### config.mk
export PLATFORM = sky130hd
export DESIGN_NAME = host_serial_datagram_port
export DESIGN_NICKNAME = d
export VERILOG_FILES = /design/src/design/hsdp_pkg.sv /design/src/design/host_serial_datagram_port.sv
export SDC_FILE = /design/constraint.sdc
export NUM_CORES = 1
export LEC_CHECK = 0
export BUFFER_PORTS_ARGS = -buffer_cell sky130_fd_sc_hd__buf_2
export CAP_MARGIN = 40
export CORE_UTILIZATION = 55
export CTS_CLUSTER_DIAMETER = 100
export DETAILED_ROUTE_END_ITERATION = 10
export GPL_ROUTABILITY_DRIVEN = 1
export HOLD_SLACK_MARGIN = 0.08
export PLACE_DENSITY = 0.78
export SYNTH_ARGS = -nofsm -noshare
export SYNTH_HDL_FRONTEND = slang
export SYNTH_SLANG_ARGS = --single-unit
### constraint.sdc
create_clock -name mclk -period 6.2 [get_ports mclk]
set_clock_uncertainty 0.1 [all_clocks]
set_input_delay 0.62 -clock mclk [delete_from_list [all_inputs] [get_ports mclk]]
set_output_delay 0.62 -clock mclk [all_outputs]
set_load 0.02 [all_outputs]
### src/design/hsdp_pkg.sv
// shared constants and types of the host serial datagram port
// assumes a single device clock mclk at 40 mhz and an async high reset
package hsdp_pkg;

  // datagram geometry
  localparam int DGRAM_BITS = 32;
  localparam int CNT_W = 6;
  localparam logic [5:0] CNT_FULL = 6'h20;
  localparam logic [5:0] CNT_OVER = 6'h21;

  // device clock and reply timing
  localparam int MCLK_HZ = 40000000;
  localparam int SYNC_STAGES = 2;
  localparam int TSD_MIN_CLK = 4;
  localparam int OUT_WAIT_CYC = (TSD_MIN_CLK - SYNC_STAGES) < 1 ? 1 :
                                (TSD_MIN_CLK - SYNC_STAGES);
  localparam logic [2:0] OUT_WAIT = 3'(OUT_WAIT_CYC);

  // receive buffer
  localparam int FIFO_DEPTH = 8;

  // values after reset
  localparam logic [3:0] PREDIV_RESET = 4'hF;
  localparam logic [31:0] WORD_RESET = 32'h0000_0000;
  localparam logic [2:0] SYNC_RESET = 3'h7;

  // bit positions inside the synchroniser vector
  localparam int SYN_SCLK = 0;
  localparam int SYN_SEL = 1;
  localparam int SYN_SDI = 2;

  // incoming datagram layout, msb first on the wire
  typedef struct packed {
    logic ram_select;
    logic [5:0] address;
    logic read_not_write;
    logic [23:0] data;
  } dgram_t;

  // reply datagram: status in the top byte, read data below
  typedef struct packed {
    logic [7:0] status;
    logic [23:0] data;
  } reply_t;

endpackage

### src/design/host_serial_datagram_port.sv
// serial slave port for host datagrams with a receive fifo
// assumes the host is spi master with sclk idle high, select low active
`timescale 1ns/1ps

////////////////////////////////////////////////////////////////////////
// generic fifo with valid and ready on both sides
module hsdp_fifo #(
  parameter int WIDTH = 32,
  parameter int DEPTH = 8
) (
  input wire logic mclk,
  input wire logic reset,
  input wire logic [WIDTH-1:0] in_data,
  input wire logic in_valid,
  output logic in_ready,
  output logic [WIDTH-1:0] out_data,
  output logic out_valid,
  input wire logic out_ready
);
  localparam int AW = $clog2(DEPTH);
  localparam logic [AW:0] DEPTH_CNT = (AW+1)'(DEPTH);
  localparam logic [AW-1:0] LAST_IDX = AW'(DEPTH - 1);

  logic [WIDTH-1:0] mem [DEPTH];
  logic [AW-1:0] wr_q, wr_d, rd_q, rd_d;
  logic [AW:0] cnt_q, cnt_d;
  logic push, pop;

  // handshake terms from the fill level
  assign in_ready = (cnt_q != DEPTH_CNT);
  assign out_valid = (cnt_q != '0);
  assign push = in_valid && in_ready;
  assign pop = out_valid && out_ready;
  assign out_data = mem[rd_q];

  // pointer and level update
  always_comb begin
    wr_d = wr_q;
    rd_d = rd_q;
    cnt_d = cnt_q;
    if (push) begin
      wr_d = (wr_q == LAST_IDX) ? '0 : wr_q + 1'b1;
    end
    if (pop) begin
      rd_d = (rd_q == LAST_IDX) ? '0 : rd_q + 1'b1;
    end
    if (push && !pop) begin
      cnt_d = cnt_q + 1'b1;
    end else if (pop && !push) begin
      cnt_d = cnt_q - 1'b1;
    end
  end

  always_ff @(posedge mclk or posedge reset) begin
    if (reset) begin
      wr_q <= '0;
      rd_q <= '0;
      cnt_q <= '0;
    end else begin
      wr_q <= wr_d;
      rd_q <= rd_d;
      cnt_q <= cnt_d;
    end
  end

  // storage, no reset needed
  always_ff @(posedge mclk) begin
    if (push) begin
      mem[wr_q] <= in_data;
    end
  end
endmodule

////////////////////////////////////////////////////////////////////////
// host side serial slave: shift in, buffer, reply, interrupt mux
module host_serial_datagram_port (
  input wire logic mclk,
  input wire logic reset,
  input wire logic host_sclk,
  input wire logic host_select_n,
  input wire logic host_sdi,
  output logic host_out_irq_shared,
  output logic host_out_tristate,
  output logic host_out_tristate_oe,
  input wire logic irq_n,
  input wire logic irq_direct_mode,
  input wire hsdp_pkg::reply_t reply_word,
  output hsdp_pkg::dgram_t dgram_data,
  output logic dgram_valid,
  input wire logic dgram_ready,
  output logic dgram_dropped,
  output logic frame_error,
  input wire logic predivider_load,
  input wire logic [3:0] predivider_value,
  output logic [3:0] spi_clock_predivider
);

  logic [2:0] sync1_q, sync2_q, sync3_q;
  logic sclk_rise, sclk_fall, sel_fall, sel_rise, selected;
  logic [31:0] rx_q, rx_d, tx_q, tx_d;
  logic [5:0] cnt_q, cnt_d;
  logic [2:0] wait_q, wait_d;
  logic bit_q, bit_d;
  logic [3:0] prediv_q, prediv_d;
  logic drop_q, drop_d, ferr_q, ferr_d;
  logic push_valid, push_ready;

  ////////////////////////////////////////////////////////////////////
  // two flip-flop synchronisers, edges taken from the second stage
  always_ff @(posedge mclk or posedge reset) begin
    if (reset) begin
      sync1_q <= hsdp_pkg::SYNC_RESET;
      sync2_q <= hsdp_pkg::SYNC_RESET;
      sync3_q <= hsdp_pkg::SYNC_RESET;
    end else begin
      sync1_q <= {host_sdi, host_select_n, host_sclk};
      sync2_q <= sync1_q;
      sync3_q <= sync2_q;
    end
  end

  // edge terms of the synchronised levels
  assign selected = !sync2_q[hsdp_pkg::SYN_SEL];
  assign sclk_rise = sync2_q[hsdp_pkg::SYN_SCLK] && !sync3_q[hsdp_pkg::SYN_SCLK];
  assign sclk_fall = !sync2_q[hsdp_pkg::SYN_SCLK] && sync3_q[hsdp_pkg::SYN_SCLK];
  assign sel_fall = selected && sync3_q[hsdp_pkg::SYN_SEL];
  assign sel_rise = !selected && !sync3_q[hsdp_pkg::SYN_SEL];

  ////////////////////////////////////////////////////////////////////
  // receive shift, bit count, reply shift and output timing
  always_comb begin
    rx_d = rx_q;
    tx_d = tx_q;
    cnt_d = cnt_q;
    wait_d = wait_q;
    bit_d = bit_q;
    drop_d = 1'b0;
    ferr_d = 1'b0;
    if (sel_fall) begin
      cnt_d = '0;
      tx_d = reply_word;
      wait_d = '0;
    end else if (selected) begin
      if (sclk_rise) begin
        rx_d = {rx_q[30:0], sync2_q[hsdp_pkg::SYN_SDI]};
        if (cnt_q != hsdp_pkg::CNT_OVER) begin
          cnt_d = cnt_q + 1'b1;
        end
      end
      if (sclk_fall) begin
        wait_d = hsdp_pkg::OUT_WAIT;
      end else if (wait_q != '0) begin
        wait_d = wait_q - 1'b1;
      end
      if (wait_q == 3'h1) begin
        bit_d = tx_q[31];
        tx_d = {tx_q[30:0], 1'b0};
      end
    end
    if (sel_rise) begin
      if (cnt_q != hsdp_pkg::CNT_FULL) begin
        ferr_d = (cnt_q != '0);
      end else if (!push_ready) begin
        drop_d = 1'b1;
      end
      wait_d = '0;
    end
  end

  always_ff @(posedge mclk or posedge reset) begin
    if (reset) begin
      rx_q <= hsdp_pkg::WORD_RESET;
      tx_q <= hsdp_pkg::WORD_RESET;
      cnt_q <= '0;
      wait_q <= '0;
      bit_q <= 1'b0;
      drop_q <= 1'b0;
      ferr_q <= 1'b0;
    end else begin
      rx_q <= rx_d;
      tx_q <= tx_d;
      cnt_q <= cnt_d;
      wait_q <= wait_d;
      bit_q <= bit_d;
      drop_q <= drop_d;
      ferr_q <= ferr_d;
    end
  end

  ////////////////////////////////////////////////////////////////////
  // clock predivider setting, loads fifteen at reset
  always_comb begin
    prediv_d = prediv_q;
    if (predivider_load) begin
      prediv_d = predivider_value;
    end
  end

  always_ff @(posedge mclk or posedge reset) begin
    if (reset) begin
      prediv_q <= hsdp_pkg::PREDIV_RESET;
    end else begin
      prediv_q <= prediv_d;
    end
  end

  ////////////////////////////////////////////////////////////////////
  // buffer register: complete datagrams go into the fifo, or are dropped when it is full
  assign push_valid = sel_rise && (cnt_q == hsdp_pkg::CNT_FULL);

  hsdp_fifo #(
    .WIDTH(hsdp_pkg::DGRAM_BITS),
    .DEPTH(hsdp_pkg::FIFO_DEPTH)
  ) u_fifo (
    .mclk(mclk),
    .reset(reset),
    .in_data(rx_q),
    .in_valid(push_valid),
    .in_ready(push_ready),
    .out_data(dgram_data),
    .out_valid(dgram_valid),
    .out_ready(dgram_ready)
  );

  ////////////////////////////////////////////////////////////////////
  // output pins and status outputs
  assign host_out_irq_shared = (irq_direct_mode || !selected) ? irq_n : bit_q;
  assign host_out_tristate = bit_q;
  assign host_out_tristate_oe = selected;
  assign dgram_dropped = drop_q;
  assign frame_error = ferr_q;
  assign spi_clock_predivider = prediv_q;

  ////////////////////////////////////////////////////////////////////
  // checks and covers
  a_tristate_float: assert property (@(posedge mclk) disable iff (reset)
    host_select_n |-> ##2 !host_out_tristate_oe)
    else $error("tristate output driven while deselected");

  a_tristate_reply: assert property (@(posedge mclk) disable iff (reset)
    (host_out_tristate_oe && !irq_direct_mode) |-> host_out_tristate == host_out_irq_shared)
    else $error("tristate output differs from reply bit");

  a_irq_direct: assert property (@(posedge mclk) disable iff (reset)
    irq_direct_mode |-> host_out_irq_shared == irq_n)
    else $error("direct mode does not carry interrupt");

  a_irq_idle: assert property (@(posedge mclk) disable iff (reset)
    host_select_n ##2 host_select_n |-> host_out_irq_shared == irq_n)
    else $error("idle shared pin does not carry interrupt");

  a_shift_in: assert property (@(posedge mclk) disable iff (reset)
    (selected && sclk_rise && !sel_fall) |=> rx_q[0] == $past(sync2_q[2])
      && rx_q[31:1] == $past(rx_q[30:0]))
    else $error("input bit not shifted on sclk rise");

  a_out_delay: assert property (@(posedge mclk) disable iff (reset)
    (selected && sclk_fall) |=> $stable(bit_q) ##1 (selected -> $stable(bit_q)))
    else $error("reply bit changed too soon after sclk fall");

  a_buffer_push: assert property (@(posedge mclk) disable iff (reset)
    (sel_rise && cnt_q == 6'h20 && push_ready && !dgram_ready) |=> dgram_valid
      && ($past(dgram_valid) || dgram_data == $past(rx_q)))
    else $error("complete datagram not buffered");

  a_no_partial: assert property (@(posedge mclk) disable iff (reset)
    (sel_rise && cnt_q != 6'h20) |=> !(dgram_valid && !$past(dgram_valid)))
    else $error("partial datagram buffered");

  a_count_clear: assert property (@(posedge mclk) disable iff (reset)
    sel_fall |=> cnt_q == 6'h00)
    else $error("bit counter not cleared on select fall");

  a_predivider_reset: assert property (@(posedge mclk)
    reset |=> (reset || predivider_load || $past(predivider_load)
      || spi_clock_predivider == 4'hF))
    else $error("predivider not fifteen after reset");

  c_full_datagram: cover property (@(posedge mclk) disable iff (reset) push_valid && push_ready);
  c_fifo_full: cover property (@(posedge mclk) disable iff (reset) drop_q);
  c_frame_error: cover property (@(posedge mclk) disable iff (reset) ferr_q);
  c_direct_mode: cover property (@(posedge mclk) disable iff (reset) irq_direct_mode && selected);

endmodule

==> run_summary.xml <==
<?xml version="1.0" encoding="UTF-8"?>
<metrics>
  <group name="clocking">
    <metric name="post_cts_resize_count" unit="">0</metric>
    <metric name="cts.repair_timing.setup_buffer_count" unit="">0</metric>
    <metric name="cts.sinks" unit="">354</metric>
    <metric name="clk_latency" unit="ns">0.51</metric>
    <metric name="clkSlewWorstSetupHoldPaths" unit="ns">0.06</metric>
    <metric name="ctsRootBufferMaster" unit="">sky130_fd_sc_hd__clkbuf_16</metric>
    <metric name="cts-buffers-inserted" unit="">36</metric>
    <metric name="tritoncts" unit="">done</metric>
    <metric name="total_of_hold_buffers_inserted_after_clock_tree_synthesis" unit="">0</metric>
    <metric name="h-tree-depth" unit="">2</metric>
    <metric name="ctsLongestPathBuffers" unit="">3</metric>
  </group>
  <group name="worst_setup_path">
    <metric name="cp_max_fo" unit="">40</metric>
    <metric name="worst_path_largest_cell_delay" unit="ns">0.96</metric>
    <metric name="timing.critical_path.to_type" unit="">primary output</metric>
    <metric name="timing.critical_path.slowest_stage_cell" unit="">sky130_fd_sc_hd__dfrtp_4</metric>
    <metric name="start_kind" unit="">flip-flop</metric>
    <metric name="path_cells" unit="">buf_4 -&gt; mux4_2 -&gt; mux2_2 -&gt; buf_2</metric>
    <metric name="crit_required" unit="ns">5.48</metric>
    <metric name="critical_path_class" unit="">flip-flop to primary output</metric>
    <metric name="arrival" unit="ns">3.11</metric>
  </group>
  <group name="floorplanning">
    <metric name="starting_density" unit="%">56.10</metric>
    <metric name="floorplan.die.height" unit="µm">162.3</metric>
    <metric name="die_w" unit="µm">162.3</metric>
    <metric name="rows" unit="">58</metric>
    <metric name="die_outline_area" unit="µm²">26330</metric>
    <metric name="coreArea" unit="µm²">25180</metric>
    <metric name="pin_count" unit="">87</metric>
  </group>
  <group name="power">
    <metric name="swShare" unit="%">20.29</metric>
    <metric name="cellPowerDensity" unit="nW/µm²">321.3</metric>
    <metric name="share_clk_of_total_power" unit="%">40.9</metric>
    <metric name="power.leakage" unit="nW">5.689</metric>
    <metric name="p_int" unit="mW">4.131</metric>
    <metric name="power.switching" unit="mW">1.051</metric>
    <metric name="power_frac_comb" unit="%">5.6</metric>
    <metric name="total_design_power" unit="mW">5.182</metric>
    <metric name="power.ir.vdd_worst" unit="mV">0.1903</metric>
    <metric name="seq_power_share" unit="%">53.5</metric>
  </group>
  <group name="detailed_routing">
    <metric name="drt_drc_violations_left" unit="">0</metric>
    <metric name="detail_route.wl_per_cell" unit="µm">21.91</metric>
    <metric name="drt-total-wl" unit="µm">25640</metric>
    <metric name="ant_nets" unit="">0</metric>
    <metric name="initialDrtViolationCount" unit="">508</metric>
    <metric name="detail_route.first_pass.iterations" unit="">6</metric>
    <metric name="post_drt_via_cell_ratio" unit="">5.847</metric>
    <metric name="via_count" unit="">6841</metric>
  </group>
  <group name="timing">
    <metric name="hold_viol" unit="">0</metric>
    <metric name="clock.fmax" unit="MHz">261.2</metric>
    <metric name="rsz0062_at_grt" unit="">false</metric>
    <metric name="totalNegativeSetupSlack" unit="ns">0</metric>
    <metric name="setup_viol" unit="">0</metric>
    <metric name="shortest_clock_period_the_worst_path_allows_after_layout" unit="ns">3.829</metric>
    <metric name="drv_slew" unit="">0</metric>
    <metric name="finalHoldWorstSlack" unit="ns">0.1219</metric>
    <metric name="layout_setup_ws" unit="ns">2.371</metric>
    <metric name="relSlewSlack" unit="%">44.45</metric>
    <metric name="worst_pin_slew" unit="ns">0.8332</metric>
    <metric name="layout_worst_path_cycle_share" unit="%">61.75</metric>
  </group>
  <group name="logic_synthesis">
    <metric name="yosysMostFrequentCell" unit="">sky130_fd_sc_hd__edfxtp_1</metric>
    <metric name="synth_commonest_cells" unit="">sky130_fd_sc_hd__edfxtp_1 (256), sky130_fd_sc_hd__mux2_2 (136), sky130_fd_sc_hd__dfrtp_1 (86)</metric>
    <metric name="yosys_reg_bits" unit="">354</metric>
    <metric name="yosys_warnings" unit="">0</metric>
    <metric name="synth.area.top_cells" unit="">sky130_fd_sc_hd__edfxtp_1 (54%), sky130_fd_sc_hd__dfrtp_1 (15%), sky130_fd_sc_hd__mux2_2 (11%), sky130_fd_sc_hd__mux4_2 (10%), sky130_fd_sc_hd__dfstp_2 (2.2%)</metric>
    <metric name="synth_fp_nets" unit="">764</metric>
    <metric name="yosysTopAreaCell" unit="">sky130_fd_sc_hd__edfxtp_1</metric>
    <metric name="netlist_area" unit="µm²">14130</metric>
    <metric name="asyncSetResetFlopFracSynth" unit="%">27.68</metric>
    <metric name="yosysTopAreaCellShare" unit="%">54.42</metric>
    <metric name="synth_seq_area_share" unit="%">71.88</metric>
    <metric name="post_synth_inst_count" unit="">705</metric>
    <metric name="syn_avg_cell_area" unit="µm²">20.04</metric>
    <metric name="ys_types" unit="">48</metric>
    <metric name="post_synth_edffs" unit="">256</metric>
    <metric name="dominantRegCellSynth" unit="">sky130_fd_sc_hd__edfxtp_1</metric>
  </group>
  <group name="placement">
    <metric name="finalWeightedCongestion" unit="">0.7440</metric>
    <metric name="place.detailed.hpwl" unit="µm">14110</metric>
    <metric name="place_worst_setup_slack" unit="ns">2.818</metric>
    <metric name="port_buffers" unit="">86</metric>
  </group>
  <group name="global_route">
    <metric name="grt_pass1_vias" unit="">7331</metric>
    <metric name="globalRouteOverflowTotal" unit="">0</metric>
    <metric name="maximum_number_of_pins_on_one_net_before_global_route_repair" unit="">57</metric>
    <metric name="global_route_wire_length_before_repair" unit="µm">40600</metric>
    <metric name="grt.total_usage" unit="%">20.45</metric>
    <metric name="grt_antenna_before_repair" unit="">0</metric>
  </group>
  <group name="cells_and_area">
    <metric name="antenna_cells_inserted" unit="">0</metric>
    <metric name="post_route_cells_drive_above_1_share" unit="%">45.71</metric>
    <metric name="area_delta_synth_final" unit="%">14.18</metric>
    <metric name="fillers" unit="">1647</metric>
    <metric name="postLayoutCoreUtil" unit="%">64.06</metric>
    <metric name="final_net_count" unit="">872</metric>
  </group>
  <group name="worst_hold_path">
    <metric name="worstHoldPathType" unit="">input pin to async pin</metric>
  </group>
  <group name="outcome">
    <metric name="outcome" unit="">finished clean</metric>
  </group>
  <group name="run">
    <metric name="max_cap_viol_count" unit="">0</metric>
  </group>
</metrics>
critical path, delay by kind of cell, from the launching register on:
family	cells	cell delay, ns
buffers and inverters	2	0.76
flip-flops	1	0.96
multiplexers	2	0.87
power groups by stage:
stage / logic, mW / registers (mW) / clock network [mW]
floorplan: 0.230 / 2.79 / 0
global placement: 0.276 / 2.80 / 0
detailed placement: 0.293 / 2.82 / 0
CTS: 0.296 / 2.77 / 2.16
global route: 0.321 / 2.79 / 2.26
finish: 0.291 / 2.77 / 2.12
cells by family (layout without fill, tap and decap cells):
group	count (synthesis)	after routing	share of synthesized area, %
compound gates	27	27	1.337
xor+xnor	2	2	0.1240
fa+ha+maj	14	14	1.293
buf+inv	43	178	1.514
flops	354	354	71.88
mux	204	204	21.34
simple gates	61	61	2.515
final timing paths:
path,from,endpoint,slack [ns],cells after the start
max,u_fifo.rd_q[0],dgram_data[0],2.37,4
min in group mclk,host_select_n,sync1_q[1],0.12,1
max in group asynchronous,reset,u_fifo.rd_q[0],4.74,3
min,reset,tx_q[25],0.12,2
min reg2reg,sync1_q[0],sync2_q[0],0.26,0
max reg2reg,cnt_q[0],u_fifo.cnt_q[3],2.92,11
placed cells by master, fill, tap and decap left out, drive strengths merged, types with 4 or more instances in the layout:
cell    netlist  routed
a21oi         8       8
buf          22     101
bufinv        0       4
clkbuf        9      50
clkinv        0       8
dfrtp        86      86
dfstp        12      12
edfxtp      256     256
ha           13      13
inv          12      14
mux2        137     137
mux4         64      64
nand2        14      14
nand2b        6       6
nand3         4       4
nor2         10      10
nor3          7       7
o21ai         6       6
flip-flops by register name, indices dropped and copies added, names as in the netlist:
name	cells
host_out_tristate	1
rx_q	32
u_fifo.cnt_q	4
dgram_dropped	1
sync1_q	3
cnt_q	6
u_fifo.wr_q	3
sync2_q	3
wait_q	3
frame_error	1
u_fifo.mem	256
spi_clock_predivider	4
u_fifo.rd_q	3
tx_q	32
sync3_q	2
through the flow:
stage	area, µm²	instances
global placement	14960	1105
detailed placement	14960	1105
finish	16130	1170
CTS	16130	1170
floorplan	14130	705
global route	16130	1170
final cells by class:
class / instances / area (µm²) / area share, %
clock buffers: 50 / 973.4 / 6.035
well taps: 330 / 412.9 / 2.560
inverters: 12 / 47.55 / 0.2948
clock inverters: 15 / 195.2 / 1.210
flip-flops and latches: 354 / 10160 / 62.98
multi-input cells: 308 / 3799 / 23.55
repair buffers: 101 / 543.0 / 3.366
metal layers:
metal	routed length, µm	vias up	GRT usage, %
li1	-	3021	-
met1	10730	3552	27.18
met2	13000	223	34.38
met3	1362	45	3.933
met4	550	0	6.218
met5	0	-	0
No activity file was read; power rests on OpenSTA's default activity.
